**src/hdl/rpmc_defines.svh**
```systemverilog
`ifndef RPMC_DEFINES_SVH
`define RPMC_DEFINES_SVH

// reset source flag positions
`define RPMC_FLAG_EXT 0
`define RPMC_FLAG_BO 1
`define RPMC_FLAG_WDT 2
`define RPMC_FLAG_SW 3
`define RPMC_FLAG_BRK 4
`define RPMC_FLAG_PO 5
`define RPMC_NFLAGS 6
// power-on reset value of the flags: power_on_flag and brownout_flag set
`define RPMC_FLAGS_POR 6'h22
`define RPMC_FLAGS_ZERO 6'h00
// fetch vectors
`define RPMC_VEC_ZERO 16'h0000
`define RPMC_VEC_LOW 8'h00
// minimum internal reset stretch
`define RPMC_RST_HOLD_NS 100
`define RPMC_CLK_MHZ 50
`define RPMC_RST_HOLD_CYC ((`RPMC_RST_HOLD_NS * `RPMC_CLK_MHZ + 999) / 1000)

`endif

```
**src/hdl/rpmc_pkg.sv**
```systemverilog
package rpmc_pkg;
    typedef enum logic [1:0] {
        RPMC_RUN = 2'b00,
        RPMC_IDLE = 2'b01,
        RPMC_PD = 2'b10,
        RPMC_TPD = 2'b11
    } rpmc_mode_t;
endpackage

```
**src/hdl/rpmc_src_if.sv**
```systemverilog
`timescale 1ns/1ps
interface rpmc_src_if;
    // reset requests
    logic extReq;
    logic poReq;
    logic boReq;
    logic wdtReq;
    logic swReq;
    logic brkReq;
    modport src (output extReq, poReq, boReq, wdtReq, swReq, brkReq);
    modport snk (input extReq, poReq, boReq, wdtReq, swReq, brkReq);
endinterface

```
**src/hdl/rpmc_src_gate.sv**
```systemverilog
`timescale 1ns/1ps
`include "rpmc_defines.svh"
module rpmc_src_gate
    import rpmc_pkg::*;
(
    // clock and reset
    input wire logic clk,
    input wire logic rstn,
    // raw sources
    input wire logic resetPin,
    input wire logic resetPinEnable,
    input wire logic powerUpActive,
    input wire logic powerOnDetect,
    input wire logic supplyBelowTrip,
    input wire logic brownoutEnable,
    input wire logic brownoutIrqMode,
    input wire logic tpdActive,
    input wire logic watchdogReset,
    input wire logic softwareReset,
    input wire logic uartBreak,
    // gated requests
    rpmc_src_if.src req,
    output logic brownoutIrq
);
    logic pinMeta_r, pinMeta_nxt;
    logic pinSync_r, pinSync_nxt;
    logic boCond;

    always_comb begin
        pinMeta_nxt = resetPin;
        pinSync_nxt = pinMeta_r;
    end

    // pin synchroniser
    always_ff @(posedge clk or negedge rstn) begin
        if (!rstn) begin
            pinMeta_r <= 1'b1;
            pinSync_r <= 1'b1;
        end else begin
            pinMeta_r <= pinMeta_nxt;
            pinSync_r <= pinSync_nxt;
        end
    end

    // brownout qualified
    assign boCond = brownoutEnable && !tpdActive && supplyBelowTrip;
    // pin reset select
    assign req.extReq = !pinSync_r && (resetPinEnable || powerUpActive);
    assign req.poReq = powerOnDetect;
    // reset or interrupt
    assign req.boReq = boCond && !brownoutIrqMode;
    assign brownoutIrq = boCond && brownoutIrqMode;
    assign req.wdtReq = watchdogReset;
    assign req.swReq = softwareReset;
    assign req.brkReq = uartBreak;
endmodule

```
**src/hdl/rpmc_top.sv**
```systemverilog
// Function
// brownout resets, or interrupts when configured
// software enables brownout detection
// brownout follows supply-below-trip indication
// power_on_flag set at power-up, sticky
// idle keeps peripherals, exits on interrupt/reset
// power-down stops oscillator, wake on reset/irq
// power-down keeps brownout, watchdog, comparators, timer
// RC oscillator off unless clock and timer
// total power-down also kills brownout, comparators
// reset_pin_enable selects pin reset or input
// power-up always uses pin as reset
// outside must not hold pin low
// six reset sources
// one sticky flag per source
// writing 0 clears only that flag
// power-on sets power_on and brownout flags only
// other resets keep flags, add new one
// fetch at zero or boot vector page
// boot address on break, boot_status_byte, forced ISP
// sync pin, hold reset while source active
`timescale 1ns/1ps
`include "rpmc_defines.svh"
module rpmc_top
    import rpmc_pkg::*;
#(
    parameter int NFLAGS = `RPMC_NFLAGS,
    parameter int HOLD_CYC = `RPMC_RST_HOLD_CYC
) (
    // clock and reset
    input wire logic clk,
    input wire logic rstn,
    // pin and configuration
    input wire logic resetOrInputPin,
    input wire logic resetPinEnable,
    input wire logic brownoutIrqMode,
    input wire logic brownoutEnable,
    input wire logic [7:0] bootVector,
    input wire logic [7:0] bootStatusByte,
    input wire logic forcedIsp,
    // detectors and sources
    input wire logic powerOnDetect,
    input wire logic supplyBelowTrip,
    input wire logic watchdogReset,
    input wire logic softwareReset,
    input wire logic uartBreak,
    // power mode control from software
    input wire logic enterIdle,
    input wire logic enterPowerDown,
    input wire logic enterTotalPowerDown,
    input wire logic interruptPending,
    input wire logic wakeupInterrupt,
    input wire logic rcIsSysClock,
    input wire logic sysTimerEnable,
    input wire logic comparatorPowerDown,
    // flag register access
    input wire logic flagWrite,
    input wire logic [NFLAGS-1:0] flagWriteData,
    // outputs
    output logic coreReset,
    output logic [NFLAGS-1:0] resetSourceFlags,
    output logic [15:0] fetchAddress,
    output logic pinInputValue,
    output logic brownoutIrqReq,
    output logic [1:0] powerMode,
    output logic cpuClockEnable,
    output logic periphClockEnable,
    output logic mainOscEnable,
    output logic rcOscEnable,
    output logic brownoutDetEnable,
    output logic comparatorEnable,
    output logic watchdogEnable,
    output logic sysTimerRun
);
    // ******************************************
    // checks
    // ******************************************
    // flag layout is fixed; the stretch counter is only eight bits wide
    if (NFLAGS != `RPMC_NFLAGS) begin : g_badFlags
        $error("rpmc_top: NFLAGS must be 6");
    end
    if (HOLD_CYC < 1 || HOLD_CYC > 255) begin : g_badHold
        $error("rpmc_top: HOLD_CYC out of range");
    end

    // ******************************************
    // sources
    // ******************************************
    rpmc_src_if srcBus();
    logic boIrq;
    logic powerUpActive;
    logic anySrc;
    rpmc_mode_t mode_r, mode_nxt;

    assign powerUpActive = powerOnDetect;

    rpmc_src_gate uGate (
        .clk(clk),
        .rstn(rstn),
        .resetPin(resetOrInputPin),
        .resetPinEnable(resetPinEnable),
        .powerUpActive(powerUpActive),
        .powerOnDetect(powerOnDetect),
        .supplyBelowTrip(supplyBelowTrip),
        .brownoutEnable(brownoutEnable),
        .brownoutIrqMode(brownoutIrqMode),
        .tpdActive(mode_r == RPMC_TPD),
        .watchdogReset(watchdogReset),
        .softwareReset(softwareReset),
        .uartBreak(uartBreak),
        .req(srcBus.src),
        .brownoutIrq(boIrq)
    );

    // any source resets
    assign anySrc = srcBus.extReq | srcBus.poReq | srcBus.boReq |
                    srcBus.wdtReq | srcBus.swReq | srcBus.brkReq;

    // ******************************************
    // reset stretch and vector
    // ******************************************
    logic [7:0] hold_r, hold_nxt;
    logic coreReset_r, coreReset_nxt;
    logic brkSeen_r, brkSeen_nxt;
    logic ispSeen_r, ispSeen_nxt;
    logic [15:0] fetch_r, fetch_nxt;
    logic bootSel;

    // boot address choice
    assign bootSel = brkSeen_r || bootStatusByte[0] || ispSeen_r;

    always_comb begin
        hold_nxt = hold_r;
        coreReset_nxt = coreReset_r;
        brkSeen_nxt = brkSeen_r;
        ispSeen_nxt = ispSeen_r;
        fetch_nxt = fetch_r;
        // hold while active
        if (anySrc) begin
            hold_nxt = 8'(HOLD_CYC);
            coreReset_nxt = 1'b1;
            if (srcBus.brkReq) begin
                brkSeen_nxt = 1'b1;
            end
            if (srcBus.poReq) begin
                brkSeen_nxt = 1'b0;
                ispSeen_nxt = forcedIsp;
            end
        end else if (hold_r != 8'h00) begin
            hold_nxt = hold_r - 8'h01;
        end else if (coreReset_r) begin
            coreReset_nxt = 1'b0;
            // vector on release
            fetch_nxt = bootSel ? {bootVector, `RPMC_VEC_LOW} : `RPMC_VEC_ZERO;
            brkSeen_nxt = 1'b0;
            ispSeen_nxt = 1'b0;
        end
    end

    always_ff @(posedge clk or negedge rstn) begin
        if (!rstn) begin
            hold_r <= 8'h00;
            coreReset_r <= 1'b1;
            brkSeen_r <= 1'b0;
            ispSeen_r <= 1'b0;
            fetch_r <= `RPMC_VEC_ZERO;
        end else begin
            hold_r <= hold_nxt;
            coreReset_r <= coreReset_nxt;
            brkSeen_r <= brkSeen_nxt;
            ispSeen_r <= ispSeen_nxt;
            fetch_r <= fetch_nxt;
        end
    end

    // ******************************************
    // reset source flags
    // ******************************************
    logic [NFLAGS-1:0] flags_r, flags_nxt;
    logic [NFLAGS-1:0] setVec;

    assign setVec[`RPMC_FLAG_EXT] = srcBus.extReq;
    assign setVec[`RPMC_FLAG_BO] = srcBus.boReq;
    assign setVec[`RPMC_FLAG_WDT] = srcBus.wdtReq;
    assign setVec[`RPMC_FLAG_SW] = srcBus.swReq;
    assign setVec[`RPMC_FLAG_BRK] = srcBus.brkReq;
    assign setVec[`RPMC_FLAG_PO] = 1'b0;

    always_comb begin
        flags_nxt = flags_r;
        // power-on pattern
        if (srcBus.poReq) begin
            flags_nxt = `RPMC_FLAGS_POR;
        end else begin
            // write 0 clears
            if (flagWrite) begin
                flags_nxt = flags_r & flagWriteData;
            end
            // sticky, set wins
            flags_nxt = flags_nxt | setVec;
        end
    end

    // power_on_flag sticky
    always_ff @(posedge clk or negedge rstn) begin
        if (!rstn) begin
            flags_r <= `RPMC_FLAGS_POR;
        end else begin
            flags_r <= flags_nxt;
        end
    end

    // ******************************************
    // power reduction modes
    // ******************************************
    always_comb begin
        mode_nxt = mode_r;
        case (mode_r)
            RPMC_RUN: begin
                if (enterTotalPowerDown) begin
                    mode_nxt = RPMC_TPD;
                end else if (enterPowerDown) begin
                    mode_nxt = RPMC_PD;
                end else if (enterIdle) begin
                    mode_nxt = RPMC_IDLE;
                end
            end
            // idle exit
            RPMC_IDLE: begin
                if (interruptPending) begin
                    mode_nxt = RPMC_RUN;
                end
            end
            // power-down exit
            RPMC_PD, RPMC_TPD: begin
                if (wakeupInterrupt) begin
                    mode_nxt = RPMC_RUN;
                end
            end
            default: begin
                mode_nxt = RPMC_RUN;
            end
        endcase
        if (anySrc || coreReset_r) begin
            mode_nxt = RPMC_RUN;
        end
    end

    always_ff @(posedge clk or negedge rstn) begin
        if (!rstn) begin
            mode_r <= RPMC_RUN;
        end else begin
            mode_r <= mode_nxt;
        end
    end

    // ******************************************
    // registered outputs
    // ******************************************
    logic pinIn_r, pinIn_nxt;
    logic boIrq_r, boIrq_nxt;
    logic cpuEn_r, cpuEn_nxt;
    logic perEn_r, perEn_nxt;
    logic mainOsc_r, mainOsc_nxt;
    logic rcOsc_r, rcOsc_nxt;
    logic boDet_r, boDet_nxt;
    logic cmpEn_r, cmpEn_nxt;
    logic wdtEn_r, wdtEn_nxt;
    logic sysTmr_r, sysTmr_nxt;
    logic pdNext, tpdNext;

    assign pdNext = (mode_nxt == RPMC_PD) || (mode_nxt == RPMC_TPD);
    assign tpdNext = (mode_nxt == RPMC_TPD);

    always_comb begin
        // pin input value
        pinIn_nxt = resetOrInputPin | resetPinEnable | powerUpActive;
        boIrq_nxt = boIrq;
        cpuEn_nxt = (mode_nxt == RPMC_RUN) && !coreReset_nxt;
        // peripherals keep running in idle, stop in power-down
        perEn_nxt = !pdNext;
        // oscillator stop
        mainOsc_nxt = !pdNext;
        // rc oscillator exception
        rcOsc_nxt = !pdNext || (rcIsSysClock && sysTimerEnable);
        // detector power
        boDet_nxt = brownoutEnable && !tpdNext;
        cmpEn_nxt = !comparatorPowerDown && !tpdNext;
        // watchdog and timer stay on
        wdtEn_nxt = 1'b1;
        sysTmr_nxt = sysTimerEnable;
    end

    // watchdog is off while the block is held in reset and until the first clock edge after reset is released
    always_ff @(posedge clk or negedge rstn) begin
        if (!rstn) begin
            pinIn_r <= 1'b1;
            boIrq_r <= 1'b0;
            cpuEn_r <= 1'b0;
            perEn_r <= 1'b1;
            mainOsc_r <= 1'b1;
            rcOsc_r <= 1'b1;
            boDet_r <= 1'b0;
            cmpEn_r <= 1'b1;
            wdtEn_r <= 1'b0;
            sysTmr_r <= 1'b0;
        end else begin
            pinIn_r <= pinIn_nxt;
            boIrq_r <= boIrq_nxt;
            cpuEn_r <= cpuEn_nxt;
            perEn_r <= perEn_nxt;
            mainOsc_r <= mainOsc_nxt;
            rcOsc_r <= rcOsc_nxt;
            boDet_r <= boDet_nxt;
            cmpEn_r <= cmpEn_nxt;
            wdtEn_r <= wdtEn_nxt;
            sysTmr_r <= sysTmr_nxt;
        end
    end

    assign coreReset = coreReset_r;
    assign resetSourceFlags = flags_r;
    assign fetchAddress = fetch_r;
    assign pinInputValue = pinIn_r;
    assign brownoutIrqReq = boIrq_r;
    assign powerMode = mode_r;
    assign cpuClockEnable = cpuEn_r;
    assign periphClockEnable = perEn_r;
    assign mainOscEnable = mainOsc_r;
    assign rcOscEnable = rcOsc_r;
    assign brownoutDetEnable = boDet_r;
    assign comparatorEnable = cmpEn_r;
    assign watchdogEnable = wdtEn_r;
    assign sysTimerRun = sysTmr_r;
endmodule
```
**config.mk**
```make
export PLATFORM = sky130hd
export DESIGN_NAME = rpmc_top
export DESIGN_NICKNAME = d
export VERILOG_FILES = /design/src/hdl/rpmc_pkg.sv /design/src/hdl/rpmc_src_if.sv /design/src/hdl/rpmc_src_gate.sv /design/src/hdl/rpmc_top.sv
export VERILOG_INCLUDE_DIRS = /design/src /design/src/hdl
export SDC_FILE = /design/constraint.sdc
export NUM_CORES = 1
export LEC_CHECK = 0
export BUFFER_PORTS_ARGS = -buffer_cell sky130_fd_sc_hd__buf_2
export CAP_MARGIN = 30
export CORE_MARGIN = 3
export CORE_UTILIZATION = 50
export DETAILED_ROUTE_END_ITERATION = 12
export PLACE_DENSITY_LB_ADDON = 0.05
export SLEW_MARGIN = 20
export SYNTH_ARGS = -nofsm -noshare
export SYNTH_HDL_FRONTEND = slang
export SYNTH_SLANG_ARGS = --single-unit
```
**constraint.sdc**
```tcl
create_clock -name clk -period 3 [get_ports clk]
set_input_delay 0.15 -clock clk [delete_from_list [all_inputs] [get_ports clk]]
set_output_delay 0.15 -clock clk [all_outputs]
set_load 0.005 [all_outputs]
```
After elaboration in Yosys (flattened, before gate mapping)
Index checks and enable logic that the tools add are counted.
- flip-flop bits (word level): 46
- output and inout port bits: 35
- word-level logic and storage cells: 91
- add/subtract/negate cells: 1
- eq/ne operators: 8
- mux-type cells: 22
- bitwise gates (word level): 11
- reduce and logical (&&, ||, !) cells: 31
- operators by type and width (cell ; number):
    $mux W6 ; 3
    $mux W16 ; 1
    $mux W8 ; 2
    $mux W2 ; 6
    $logic_and A1 B1 Y1 ; 9
    $mux W1 ; 9
    $reduce_and A3 Y1 ; 3
    $eq A2 B2 Y1 const B ; 4
    $reduce_bool A8 Y1 ; 1
    $sub A8 B1 Y8 const B ; 1
    $logic_not A1 Y1 ; 7
    $or A1 B1 Y1 ; 7
    $and A6 B6 Y6 ; 1
    $logic_or A1 B1 Y1 ; 6
    $or A6 B5 Y6 ; 1
    $pmux W2 S3 ; 1
    $logic_not A2 Y1 ; 2
    $ne A2 B2 Y1 const B ; 2
    $reduce_bool A2 Y1 ; 2
    $ne A3 B3 Y1 const B ; 1
    $eq A2 B1 Y1 const B ; 1
    $not A1 Y1 ; 2
    $reduce_or A2 Y1 ; 1

Logic depth before layout (Yosys ltp)
- depth in word-level cells: 15
- gate-level depth with buffers: 6
- mapped depth without buffers: 6

Cells and area by module
From an unflattened synthesis, not the netlist that was laid out.
- cell total of the unflattened synthesis: 170
- area, all modules: 1798.0 um^2
- modules (own cells, without submodules) (module ; times used ; cells an instance ; area an instance (um^2) ; seq. area each (um^2)):
    rpmc_top ; 1 ; 161 ; 1681.6 ; 909.6
    rpmc_src_gate ; 1 ; 9 ; 116.4 ; 52.6

Least setup slack after synthesis
No wires, ideal clock.
- path kind: register to register
- start point: reg hold_r[0]
- end point: reg fetch_r[10] (netlist: fetchAddress[10])
- arrival time: 1738 ps
- required time: 2875 ps
- path slack: 1137 ps
- cell stages (with the launch flop): 7
- cell sequence: dfrtp_1 -> inv_1 -> ha_1 -> nor3b_2 -> nand3_2 -> nor4_4 -> mux2_2
- longest elaborated chain between the ends: 3
- ends and longest elaborated chain (element ; line ; source):
    from (decl) ; rpmc_top.sv:122 ; logic [7:0] hold_r, hold_nxt;
    from (signal assigned) ; rpmc_top.sv:168 ; hold_r <= hold_nxt;
    $reduce_bool A8 Y1 ; rpmc_top.sv:149 ; end else if (hold_r != 8'h00) begin
    $not A1 Y1 (no line) ; -- ;
    $reduce_and A3 Y1 (no line) ; -- ;
    to (signal assigned) ; rpmc_top.sv:166 ; fetch_r <= `RPMC_VEC_ZERO;
    to (signal assigned) ; rpmc_top.sv:172 ; fetch_r <= fetch_nxt;
    to (decl) ; rpmc_top.sv:126 ; logic [15:0] fetch_r, fetch_nxt;
Every way passes these cells.
A chain may end at the register's enable or synchronous reset.

Worst setup path after layout
- start point: reg hold_r[0]
- end point: reg fetch_r[11] (netlist: fetchAddress[11])
Same word-level chain as after synthesis.

==> flow_summary.toml <==
[power]
power_density_nw_per_um2 = 398
power.leakage_uw = 0.00105
ir_drop_mv = 0.261

[place]
place_congestion = 0.785
hpwlAfterDp_um = 2560
port_buffers = 62
place_ws_ps = 780

[synth]
syn_inst = 153
ys_seq_area_share_pct = 54.3
synth_edf_count = 0
postSynthAreaPerCell_um2 = 11.6
syn_area_um2 = 1770
yosys_warnings = 0
ys_ff_latch = 38
yosys.cell_types.count = 42
async_flop_share_pct = 100
synth_ff_type = "dfrtp_1"

[layout]
drive_above_1_share_pct = 44.8
diodes = 0
final.fill_count = 262
area.sequential_um2 = 962
area_growth_pct = 22.9
multiInputGateArea_um2 = 732
nets = 267

[worst_setup_path]
worstSetupEndpointType = "flip-flop"
crit_slowest_cell = "nor4_4"
path_buf_inv = 1
cp.arrival_ps = 2430
rrSetupSlack_ps = 790
path_cells = "inv_1 > ha_1 > nor3b_2 > nand3_2 > nor4_4 > mux2_2"
slowest_delay_ps = 520
reg2regPathDepth = 6
r2r-start = "hold_r[0]"
critical_path_required_ps = 3220
cp_top_family = "simple AND/OR/NAND/NOR gates"
startpoint_type = "flip-flop"
path_max_fanout = 10
crit_type = "flip-flop to flip-flop"
worstReg2RegEnd = "fetchAddress[11]"

[global_routing]
antenna_found_initial = 0
grt_pass1_vias = 1348
grt_usage_pct = 17.3
met2_usage_pct = 29.1
met3_usage_pct = 6.32
grt_max_degree = 39
grt.busiest_layer = "met2"
grt_overflow_total = 0
gr-usage-met1_pct = 20.3
grt_pass1_wl_um = 5660

[hold_path]
min_path_cells = 2
hold_path.class = "input port to flip-flop"
holdPathEnd = "pinInputValue"
worstHoldStart = "resetPinEnable"

[cts]
cts_tree = "built"
cts.clk_slew.worst_paths_ps = 100
cts_root_buffer = "clkbuf_4"
clk_path_buf_depth = 2
cts_sinks = 38
clk_latency_ps = 330
htreeDepth = 2
numCtsBuffers = 5

[outcome]
status = "finished clean"

[timing]
finalWorstSetupSlack_ps = 786
fin_tns_setup_ps = 0
rsz0062_at_grt = "false"
worst_pin_slew_ps = 791
fin_crit_sh_pct = 73.8
relSlewSlack_pct = 47.3
finalCriticalPeriod_ps = 2210
finalSetupViolations = 0
final-max-slew-violation-count = 0
clock_skew_ps = 11.1
fmax_mhz = 452
hold_viol = 0

[floorplan]
start_util_pct = 55.4
pin_count = 78
die_w_um = 65.5
die-area_um2 = 4300
die_y_um = 65.5
rows = 20
fp.coreArea_um2 = 3200

[drt]
vias_per_cell = 4.94
drtPass1Iterations = 4
drt-wirelength-per-cell_um = 12.7
first_iter_violations = 46
drt-total-wl_um = 3390
num_vias = 1320
drcViolationCount = 0
ant_nets = 0

[flow_run]
cap_violations = 0
[layout make-up]
cell class	instances	area share (%)
Timing Repair Buffer	66	16.1
Multi-Input combinational cell	103	33.6
Inverter	8	1.38
Clock buffer	8	2.24
Tap cell	44	2.53
Sequential cell	38	44.2
[state kept, by name, indices dropped and copies added (netlist names)]
signal             cells
brkSeen_r              1
brownoutDetEnable      1
brownoutIrqReq         1
comparatorEnable       1
coreReset              1
cpuClockEnable         1
fetchAddress           8
hold_r                 8
ispSeen_r              1
mainOscEnable          1
pinInputValue          1
powerMode              2
rcOscEnable            1
resetSourceFlags       6
sysTimerRun            1
uGate.pinMeta_r        1
uGate.pinSync_r        1
watchdogEnable         1
[cells in the final DEF, fill, tap and decap left out, types with 4 or more instances in the layout]
cell / netlist / routed
a21oi_1: 6 / 6
nand2_1: 8 / 8
dfrtp_1: 29 / 29
conb_1: 2 / 9
buf_2: 0 / 62
nor2_1: 9 / 9
mux2_2: 8 / 8
dfstp_2: 9 / 9
clkbuf_4: 0 / 5
nor3_1: 6 / 6
inv_1: 8 / 8
dlygate4sd3_1: 0 / 4
o21ai_0: 10 / 10
and2b_2: 7 / 7
[synth_stat cells, types with 2 or more instances]
cell / instances / area [µm²]
mux2_2: 8 / 90.1
dfstp_2: 9 / 236
dfrtp_1: 29 / 726
or3_1: 2 / 12.5
xnor2_1: 3 / 26.3
nor2_1: 9 / 33.8
xor2_1: 3 / 26.3
inv_1: 8 / 30.0
clkbuf_1: 2 / 7.51
nor3_1: 6 / 30.0
a211oi_1: 2 / 15.0
and2b_2: 7 / 61.3
nand2_1: 8 / 30.0
buf_4: 9 / 67.6
conb_1: 2 / 7.51
o21ai_0: 10 / 50.1
nand2b_1: 2 / 12.5
nor4_4: 2 / 42.5
nand3b_1: 2 / 15.0
ha_1: 2 / 25.0
mux2i_1: 2 / 20.0
a21oi_1: 6 / 30.0
[worst max-delay path by stage]
stage,cells past startpoint,slack (ps),end,startpoint
2_1_floorplan,6,1140,fetchAddress[10],hold_r[0]
3_3_place_gp,6,900,fetchAddress[11],hold_r[0]
3_5_place_dp,6,780,fetchAddress[11],hold_r[0]
4_1_cts,6,750,fetchAddress[11],hold_r[0]
5_1_grt,6,630,fetchAddress[11],hold_r[0]
6_report,6,790,fetchAddress[11],hold_r[0]
[repair_timing]
action                    in CTS  in global routing
setup buffers                  0                  0
gates resized for setup        0                  0
hold buffers                   4                  0
hold endpoints to repair      33                  0
[metrics by stage]
stage | area [µm²] | utilization, % | hold slack [ps] | power [µW] | std cells
2_1_floorplan | 1800 | - | -146 | 587 | 160
3_3_place_gp | 2090 | 65.2 | 261 | 626 | 255
3_5_place_dp | 2090 | 65.2 | 264 | 629 | 255
4_1_cts | 2180 | 68.0 | 1.32 | 885 | 267
5_1_grt | 2180 | 68.0 | 17.2 | 924 | 267
6_report | 2180 | 68.0 | 33.1 | 867 | 267
[power by group]
part           switching, µW  internal (µW)  total [µW]
logic                   44.3           43.4        87.7
clock network            152           93.5         245
registers               5.24            529         534
[routing by layer]
layer	wire, µm	vias up	part of all wire (%)
li1	-	639	-
met1	1380	629	41
met2	1750	50	52
met3	249	2	7.3
met4	17	0	0.50
met5	0	-	0
[kinds of logic (layout without fill, tap and decap cells)]
family	count (synthesis)	count (layout)	share of synthesized area, %
xor+xnor	6	6	2.96
mux	10	10	6.21
fa+ha+maj	2	2	1.41
buf+inv	19	82	5.93
other cells	2	9	0.424
compound gates	25	25	9.53
simple gates	51	51	19.3
flops	38	38	54.3
Power figures use the tool's default switching activity.
